File: src/rtl/cable_diag_pkg.sv
// constants for the cable diagnostics control and results block
package cable_diag_pkg;
    localparam logic [15:0] TERM_CFG_ADDR = 16'hb685;
    localparam logic [15:0] LAUNCH_ADDR = 16'hba1b;
    localparam logic [15:0] XPAIR_ADDR = 16'hba1c;
    localparam logic [15:0] PAIR0_ADDR = 16'hba1d;
    localparam logic [15:0] TERM_CFG_RST = 16'h0001;
    localparam logic [15:0] LAUNCH_RST = 16'h0000;
    localparam logic [15:0] XPAIR_RST = 16'h0000;
    localparam logic [15:0] PAIR0_RST = 16'h0000;
    localparam int BIT_CTRL = 0;
    localparam int BIT_BUSY = 10;
    localparam int BIT_XSIM = 7;
    localparam int BIT_SIM = 6;
    localparam int BIT_XSHORT = 3;
    localparam int BIT_SHORT = 2;
    localparam int BIT_OPEN = 1;
    localparam int BIT_GOOD = 0;
    // bits a cross-pair check may post
    localparam logic [15:0] XPAIR_FLAGS = 16'h0088;
    // bits that can ever be set in the results word
    localparam logic [15:0] PAIR0_VALID = 16'h04cf;
    localparam logic [15:0] ZERO16 = 16'h0000;
    typedef enum logic [1:0] {DIAG_IDLE, DIAG_RUN, DIAG_POST} diag_state_t;
endpackage

File: src/rtl/diag_flag_reg.sv
// one result flag: cleared at launch, loaded at completion
`timescale 1ns/1ps
module diag_flag_reg (
    input wire logic core_clk_i,
    input wire logic rst_b_i,
    input wire logic clear_i,
    input wire logic load_i,
    input wire logic value_i,
    output logic flag_o
);
    logic flag_r;
    logic flag_nxt;

    always_comb begin
        flag_nxt = flag_r;
        if (clear_i) begin
            flag_nxt = 1'b0;
        end else if (load_i) begin
            flag_nxt = value_i;
        end
    end

    always_ff @(posedge core_clk_i) begin
        if (!rst_b_i) begin
            flag_r <= 1'b0;
        end else begin
            flag_r <= flag_nxt;
        end
    end

    assign flag_o = flag_r;
endmodule

File: src/rtl/cable_diag_control_results.sv
// cable diagnostics control and pair 0 results registers
//
// Function
// - termination select resets to one
// - cleared select picks lowest common-mode impedance
// - writing start bit launches diagnostics run
// - start bit self clears on completion
// - results registers written at run end
// - cross-pair disable resets zero, skips checking
// - bit 10 flags unknown pair activity
// - bit 7 flags high-impedance cross short
// - bit 6 flags impedance mismatch
// - bit 3 flags cross-pair short
// - bit 2 flags short on pair
// - bit 1 flags open on pair
// - bit 0 flags good termination; reset zero
`timescale 1ns/1ps
module cable_diag_control_results (
    input wire logic core_clk_i,
    input wire logic rst_b_i,
    input wire logic [15:0] reg_addr_i,
    input wire logic reg_wr_i,
    input wire logic [15:0] reg_wdata_i,
    input wire logic reg_rd_i,
    output logic [15:0] reg_rdata_o,
    output logic diag_run_o,
    output logic diag_xpair_check_o,
    output logic rx_low_cm_impedance_o,
    input wire logic diag_done_i,
    input wire logic [15:0] diag_result_i
);
    logic term_sel_r;
    logic term_sel_nxt;
    logic start_r;
    logic start_nxt;
    logic xpair_off_r;
    logic xpair_off_nxt;
    logic [15:0] rdata_r;
    logic [15:0] rdata_nxt;
    logic run_r;
    logic run_nxt;
    logic xchk_r;
    logic xchk_nxt;
    logic low_cm_r;
    logic low_cm_nxt;
    cable_diag_pkg::diag_state_t state_r;
    cable_diag_pkg::diag_state_t state_nxt;
    logic launch;
    logic load;
    logic [15:0] result_mask;
    logic [15:0] result_in;
    logic [15:0] pair0_q;

    assign launch = reg_wr_i && reg_addr_i == cable_diag_pkg::LAUNCH_ADDR
        && reg_wdata_i[cable_diag_pkg::BIT_CTRL]
        && state_r == cable_diag_pkg::DIAG_IDLE;
    assign load = state_r == cable_diag_pkg::DIAG_RUN && diag_done_i;
    // cross-pair flags stay clear when checking was disabled for the run
    assign result_mask = xpair_off_r
        ? (cable_diag_pkg::PAIR0_VALID & ~cable_diag_pkg::XPAIR_FLAGS)
        : cable_diag_pkg::PAIR0_VALID;
    assign result_in = diag_result_i & result_mask;

    genvar gi;
    generate
        for (gi = 0; gi < 16; gi++) begin : g_flag
            if (cable_diag_pkg::PAIR0_VALID[gi]) begin : g_used
                diag_flag_reg u_flag (
                    .core_clk_i(core_clk_i),
                    .rst_b_i(rst_b_i),
                    .clear_i(launch),
                    .load_i(load),
                    .value_i(result_in[gi]),
                    .flag_o(pair0_q[gi])
                );
            end else begin : g_rsvd
                assign pair0_q[gi] = 1'b0;
            end
        end
    endgenerate

    always_comb begin
        state_nxt = state_r;
        start_nxt = start_r;
        case (state_r)
            cable_diag_pkg::DIAG_IDLE: begin
                if (launch) begin
                    state_nxt = cable_diag_pkg::DIAG_RUN;
                    start_nxt = 1'b1;
                end
            end
            cable_diag_pkg::DIAG_RUN: begin
                if (diag_done_i) begin
                    state_nxt = cable_diag_pkg::DIAG_POST;
                end
            end
            cable_diag_pkg::DIAG_POST: begin
                state_nxt = cable_diag_pkg::DIAG_IDLE;
                start_nxt = 1'b0;
            end
            default: begin
                state_nxt = cable_diag_pkg::DIAG_IDLE;
                start_nxt = 1'b0;
            end
        endcase
    end

    always_comb begin
        term_sel_nxt = term_sel_r;
        xpair_off_nxt = xpair_off_r;
        if (reg_wr_i && reg_addr_i == cable_diag_pkg::TERM_CFG_ADDR) begin
            term_sel_nxt = reg_wdata_i[cable_diag_pkg::BIT_CTRL];
        end else if (reg_wr_i && reg_addr_i == cable_diag_pkg::XPAIR_ADDR
            && state_r == cable_diag_pkg::DIAG_IDLE) begin
            // held steady during a run so flags match the setting used
            xpair_off_nxt = reg_wdata_i[cable_diag_pkg::BIT_CTRL];
        end
    end

    always_comb begin
        rdata_nxt = rdata_r;
        if (reg_rd_i) begin
            if (reg_addr_i == cable_diag_pkg::TERM_CFG_ADDR) begin
                rdata_nxt = {15'h0000, term_sel_r};
            end else if (reg_addr_i == cable_diag_pkg::LAUNCH_ADDR) begin
                rdata_nxt = {15'h0000, start_r};
            end else if (reg_addr_i == cable_diag_pkg::XPAIR_ADDR) begin
                rdata_nxt = {15'h0000, xpair_off_r};
            end else if (reg_addr_i == cable_diag_pkg::PAIR0_ADDR) begin
                rdata_nxt = pair0_q;
            end else begin
                rdata_nxt = cable_diag_pkg::ZERO16;
            end
        end
    end

    always_comb begin
        run_nxt = state_nxt == cable_diag_pkg::DIAG_RUN;
        // checking enabled while disable bit is zero
        xchk_nxt = !xpair_off_nxt;
        low_cm_nxt = !term_sel_nxt;
    end

    always_ff @(posedge core_clk_i) begin
        if (!rst_b_i) begin
            state_r <= cable_diag_pkg::DIAG_IDLE;
            term_sel_r <= cable_diag_pkg::TERM_CFG_RST[0];
            start_r <= cable_diag_pkg::LAUNCH_RST[0];
            xpair_off_r <= cable_diag_pkg::XPAIR_RST[0];
            rdata_r <= cable_diag_pkg::ZERO16;
            run_r <= 1'b0;
            xchk_r <= 1'b1;
            low_cm_r <= 1'b0;
        end else begin
            state_r <= state_nxt;
            term_sel_r <= term_sel_nxt;
            start_r <= start_nxt;
            xpair_off_r <= xpair_off_nxt;
            rdata_r <= rdata_nxt;
            run_r <= run_nxt;
            xchk_r <= xchk_nxt;
            low_cm_r <= low_cm_nxt;
        end
    end

    assign reg_rdata_o = rdata_r;
    assign diag_run_o = run_r;
    assign diag_xpair_check_o = xchk_r;
    assign rx_low_cm_impedance_o = low_cm_r;

    a_start_self_clear: assert property (
        @(posedge core_clk_i) disable iff (!rst_b_i)
        (state_r == cable_diag_pkg::DIAG_RUN && diag_done_i)
        |=> ##1 !start_r)
        else $error("start bit did not self clear");
    a_launch_sets_start: assert property (
        @(posedge core_clk_i) disable iff (!rst_b_i)
        launch |=> start_r && run_r)
        else $error("launch did not start run");
    a_results_loaded: assert property (
        @(posedge core_clk_i) disable iff (!rst_b_i)
        load |=> pair0_q == $past(result_in))
        else $error("results not captured");
    a_launch_clears_flags: assert property (
        @(posedge core_clk_i) disable iff (!rst_b_i)
        launch |=> pair0_q == cable_diag_pkg::ZERO16)
        else $error("old flags not cleared");
    a_flags_held: assert property (
        @(posedge core_clk_i) disable iff (!rst_b_i)
        (!launch && !load) |=> $stable(pair0_q))
        else $error("flags changed outside run");
    a_xpair_masked: assert property (
        @(posedge core_clk_i) disable iff (!rst_b_i)
        (load && xpair_off_r) |=> (pair0_q & cable_diag_pkg::XPAIR_FLAGS)
        == cable_diag_pkg::ZERO16)
        else $error("cross pair flag posted while disabled");
    a_low_cm_follows: assert property (
        @(posedge core_clk_i) disable iff (!rst_b_i)
        (reg_wr_i && reg_addr_i == cable_diag_pkg::TERM_CFG_ADDR)
        |=> rx_low_cm_impedance_o == !$past(reg_wdata_i[0]))
        else $error("termination output wrong");
    a_reserved_zero: assert property (
        @(posedge core_clk_i) disable iff (!rst_b_i)
        (pair0_q & ~cable_diag_pkg::PAIR0_VALID) == cable_diag_pkg::ZERO16)
        else $error("reserved result bit set");
    a_busy_flag: assert property (
        @(posedge core_clk_i) disable iff (!rst_b_i)
        load |=> pair0_q[10] == $past(diag_result_i[10]))
        else $error("busy flag wrong");
endmodule

File: config.mk
export PLATFORM = sky130hd
export DESIGN_NAME = cable_diag_control_results
export DESIGN_NICKNAME = d
export VERILOG_FILES = /design/src/rtl/cable_diag_pkg.sv /design/src/rtl/diag_flag_reg.sv /design/src/rtl/cable_diag_control_results.sv
export SDC_FILE = /design/constraint.sdc
export NUM_CORES = 1
export LEC_CHECK = 0
export BUFFER_PORTS_ARGS = -buffer_cell sky130_fd_sc_hd__buf_2
export CORE_AREA = 2 2 48 61
export CTS_BUF_LIST = sky130_fd_sc_hd__clkbuf_2 sky130_fd_sc_hd__clkbuf_4 sky130_fd_sc_hd__clkbuf_8
export DETAILED_ROUTE_END_ITERATION = 7
export DIE_AREA = 0 0 50 63
export PLACE_DENSITY = 0.77
export SLEW_MARGIN = 25
export SYNTH_ARGS = -nofsm -noshare
export SYNTH_HDL_FRONTEND = slang
export SYNTH_SLANG_ARGS = --single-unit
File: constraint.sdc
create_clock -name core_clk_i -period 2.1 [get_ports core_clk_i]
set_clock_uncertainty 0.05 [all_clocks]
set_input_delay 0.105 -clock core_clk_i [delete_from_list [all_inputs] [get_ports core_clk_i]]
set_output_delay 0.105 -clock core_clk_i [all_outputs]
set_load 0.01 [all_outputs]
Yosys cells after proc, flatten, opt, wreduce, memory -nomap -nowiden --
Cells that the tools add are included.
Operators by class: eq/ne operators 7, mux-type cells 13, bitwise logic cells 3, reduce and logical (&&, ||, !) cells 12
Operators with widths (number):
- 16-bit == test (second input constant) | 4
- 11-bit 2-to-1 mux | 4
- 11-bit bitwise AND | 1
- 8-bit 2-to-1 mux | 1
- 1-bit logical AND | 7
- 2-bit by 1-bit == test with 1-bit output (second input constant) | 2
- 1-bit 2-to-1 mux | 4
- 2-bit 2-to-1 mux | 2
- 2-bit case mux with 2 select lines | 1
- 1-bit logical NOT | 2
- 2-bit logical NOT | 1
- 2-bit by 1-bit inequality test with 1-bit output (second input constant) | 1
- 1-bit inverter | 2
- 1-bit case mux with 2 select lines | 1
- 2-bit AND reduction | 1
- 2-bit OR reduction | 1
Storage, ports and cells: register bits after elaboration 31, input port bits 53, output and inout port bits 19, word-level logic and storage cells 50

Depth between registers and ports, before layout --
depth in word-level cells 7, gate-level depth with buffers 5, mapped depth without buffers 4

Cells and area by module --
Synthesis repeated with hierarchy kept, for this count alone.
Second synthesis, totals: cells, all modules 112, area total of the unflattened synthesis 1101.1 µm²
Modules (own cells, without submodules):
- cable_diag_control_results | instances 1, cells an instance 91, area each 803.3 µm², seq. area each 300.3 µm²
- diag_flag_reg | instances 7, cells an instance 3, area each 42.5 µm², seq. area each 20.0 µm²

Worst setup path after synthesis --
OpenSTA, ideal clock, no wires.
path kind input -> register, start in reg_addr_i[5], end reg xpair_off_r, library setup time 0.115 ns, arrival 1.330 ns, data required time 1.935 ns, slack 0.606 ns, stages on the path 5, buffers on the path 1, cells stage by stage or4b_4 > nor4_4 > buf_6 > a31oi_1 > o21a_1
Between the ends: cells in the longest elaborated chain, start to end 5, elaborated cells on any way between the ends 7, classes of those cells 2 x eq/ne; 2 x mux; 3 x reduce/logical
RTL lines:
- start: declaration | RTL line cable_diag_control_results.sv:21 | input wire logic [15:0] reg_addr_i,
- 16-bit == test | RTL line cable_diag_control_results.sv:113 | end else if (reg_wr_i && reg_addr_i == cable_diag_pkg::XPAIR_ADDR
- 1-bit logical AND | RTL line cable_diag_control_results.sv:113
- 1-bit logical AND | RTL line cable_diag_control_results.sv:114 | && state_r == cable_diag_pkg::DIAG_IDLE) begin
- 1-bit 2-to-1 mux | RTL line cable_diag_control_results.sv:113
- 1-bit 2-to-1 mux * | RTL line cable_diag_control_results.sv:111 | if (reg_wr_i && reg_addr_i == cable_diag_pkg::TERM_CFG_ADDR) begin
- end signal: assignment | RTL line cable_diag_control_results.sv:149 | xpair_off_r <= cable_diag_pkg::XPAIR_RST[0];
- end signal: assignment | RTL line cable_diag_control_results.sv:158 | xpair_off_r <= xpair_off_nxt;
- end: declaration | RTL line cable_diag_control_results.sv:36 | logic xpair_off_r;
Mark *: on every way between the ends. The rest lies on a longest branch, timed or not. A chain may end at the register's enable or synchronous reset.

Worst setup path after layout --
start in reg_addr_i[5], end reg g_flag[6].g_used.u_flag.flag_r
Between the ends: cells in the longest elaborated chain, start to end 5
RTL lines:
- 16-bit == test | RTL line cable_diag_control_results.sv:54 | assign launch = reg_wr_i && reg_addr_i == cable_diag_pkg::LAUNCH_ADDR
- 1-bit logical AND | RTL line cable_diag_control_results.sv:54
- 1-bit logical AND | RTL line cable_diag_control_results.sv:55 | && reg_wdata_i[cable_diag_pkg::BIT_CTRL]
- 1-bit logical AND | RTL line cable_diag_control_results.sv:56 | && state_r == cable_diag_pkg::DIAG_IDLE;
- 2-bit OR reduction (no line)
- end signal: assignment | RTL line diag_flag_reg.sv:27 | flag_r <= flag_nxt;
- end: declaration | RTL line diag_flag_reg.sv:11 | logic flag_r;
Every way passes these cells.

==> impl_metrics.toml <==
[place]
placedInstanceArea_um2 = 1180
dp_hpwl_um = 1820
gp_congestion = 0.850
dp.cells = 176
portBuffers = 38

[floorplanning]
die_h_um = 63
coreArea_um2 = 2600
die_w_um = 50
ioPinCount = 72
start_util_pct = 38.4
rows = 21
die_area_um2 = 3150

[synthesis]
ys_ff_latch = 22
yosysWarnings = 0
synth.distinct_cells = 32
synth_flop_cell = "dfxtp_1"
synthArstFlopShare_pct = 0
synth_area_leaders = "dfxtp_1 (44%), buf_4 (6.8%), nor2_1 (6.8%)"
ys_top_cells_by_count = "dfxtp_1 (22), nor2_1 (18), buf_4 (9)"
yosys.cell_count.top_type = "dfxtp_1"
ys_seq_area_share_pct = 44.1
syn_area_um2 = 1000
synth_top_area_share_pct = 44.1
yosysTopAreaCell = "dfxtp_1"
syn_avg_cell_area_um2 = 9.34
netlist_instances = 107
synth_edf_count = 0

[sta]
period_share_pct = 67.3
maxSlewViolCount = 0
tns_ns = 0
layout_min_cycle_time_ns = 1.41
grt_setup_unrepaired = "no"
tightestPinTransition_ns = 0.526
setup_viol = 0
slew_headroom_pct = 64.6
timing.hold.ws_ns = 0.00415
fmax_mhz = 708
hold_viol_final = 0

[clock_tree]
worst_skew_pair.late_latency_ns = 0.30
clock_path_buffers = 2
tritoncts = "yes"
clk_pin_slew_ns = 0.12
h-tree-depth = 1
ctsRootBufferMaster = "clkbuf_4"
cts_num_sinks = 22
numCtsBuffers = 3
post-cts-setup-buffers = 0

[worst_hold_path]
hold_path.class = "primary input to flop"

[finish]
area_growth_pct = 28.7
nets = 205
layout.cells.non_filler = 185
final_area_um2 = 1290
drive_above_1_share_pct = 31.1
antenna_cells = 0

[drt]
routed_wl_um = 2240
drtPass1Iterations = 4
viasPerCell = 4.95
wl_per_cell_um = 12.1
via_count = 916
initialDrtViolationCount = 16
ant_nets = 0
remaining_drc_errors = 0

[grt]
overflow = 0
grt_pass1_vias = 889
grt_pass1_wl_um = 3710
grt_max_degree = 14
antenna_found_initial = 0
track_usage_pct = 15.0

[setup_path]
cp-end-kind = "flop"
critPathLaunchType = "primary input"
crit_type = "primary input to flop"
worstPathArrival_ns = 1.56
ff2ff_setup_slack_ns = 0.70
crit_chain = "buf_2, or4b_4, nor4_4, a41o_1, nor2_1"
required_ns = 2.24
cp_slowest_stage_delay_ns = 0.55
critPathSlowestCell = "or4b_4"
crit_fanout = 7

[pwr]
p_leak_uw = 0.000603
p_per_area_nw_per_um2 = 627
ir_drop_mv = 0.684

[run]
cap_violations = 0

[run_status]
status = "completed"
area by class of cell:
type	instances	area, um2
timing repair buffer	44	248
inverter	4	15.0
multi-input combinational	77	488
clock inverter	1	30.0
tap	34	42.5
sequential	22	440
clock buffer	3	22.5
fill	271	1320
worst paths after layout:
path                                         from                         endpoint  cells past startpoint
worst min register to register            start_r                          start_r                      2
worst max-delay path                reg_addr_i[5]   g_flag[6].g_used.u_flag.flag_o                      5
worst max register to register         state_r[1]   g_flag[6].g_used.u_flag.flag_o                      3
worst min-delay path            diag_result_i[10]  g_flag[10].g_used.u_flag.flag_o                      3
critical path, delay by kind of cell:
kind	cells	cell delay [ns]
buffers and inverters	1	0.09
AOI/OAI and AO/OA	1	0.38
and+or+nand+nor	3	0.98
cell families (layout without fill, tap and decap cells):
| family | after synthesis | count (layout) | share of synthesized area (%) |
|---|---|---|---|
| compound gates | 22 | 22 | 15.3 |
| buf+inv | 16 | 52 | 10.1 |
| flops | 22 | 22 | 44.1 |
| mux | 5 | 5 | 5.01 |
| other cells | 1 | 9 | 0.375 |
| simple gates | 41 | 41 | 25.2 |
layout by cell type, fill, tap and decap left out, drive strengths merged, types with 3 or more instances in the layout:
master	instances
buf	39
dfxtp	22
nor2	18
conb	9
a21oi	7
a32oi	6
mux2i	5
dlygate4sd3	5
nand4b	4
inv	4
nor3b	3
clkbuf	3
registers in the layout, indices dropped and copies added (netlist names):
name / count
state_r: 2
start_r: 1
term_sel_r: 1
reg_rdata_o: 7
xpair_off_r: 1
diag_xpair_check_o: 1
diag_run_o: 1
g_flag.g_used.u_flag.flag_o: 7
rx_low_cm_impedance_o: 1
routing by layer:
metal / GRT usage (%) / wire (um)
met1: 16.9 / 874
met2: 27.1 / 1180
met3: 2.87 / 167
met4: 5.21 / 13
met5: 0 / 0
power by group:
| part | leakage [uW] | switching [uW] | internal (uW) |
|---|---|---|---|
| Sequential | 0.000177 | 0.310 | 418 |
| Combinational | 0.000397 | 39.7 | 33.8 |
| Clock | 0.0000279 | 122 | 193 |
| Total | 0.000603 | 162 | 645 |
metrics by stage:
| stage | utilization (%) | power (uW) | worst slack, ns |
|---|---|---|---|
| after global routing | 49.4 | 846 | 0.559 |
| after detailed placement | 45.5 | 494 | 0.346 |
| after CTS | 49.4 | 815 | 0.676 |
| after global placement | 45.5 | 491 | 0.408 |
| after floorplan | - | 468 | 0.606 |
| final | 49.4 | 807 | 0.687 |
repair_timing:
item | CTS | global route
gates resized for setup | 0 | 0
endpoints found under the hold margin | 6 | 0
hold buffers | 5 | 0
setup endpoints to repair | 0 | 0
Note: power is estimated with default switching activity, not from simulation.
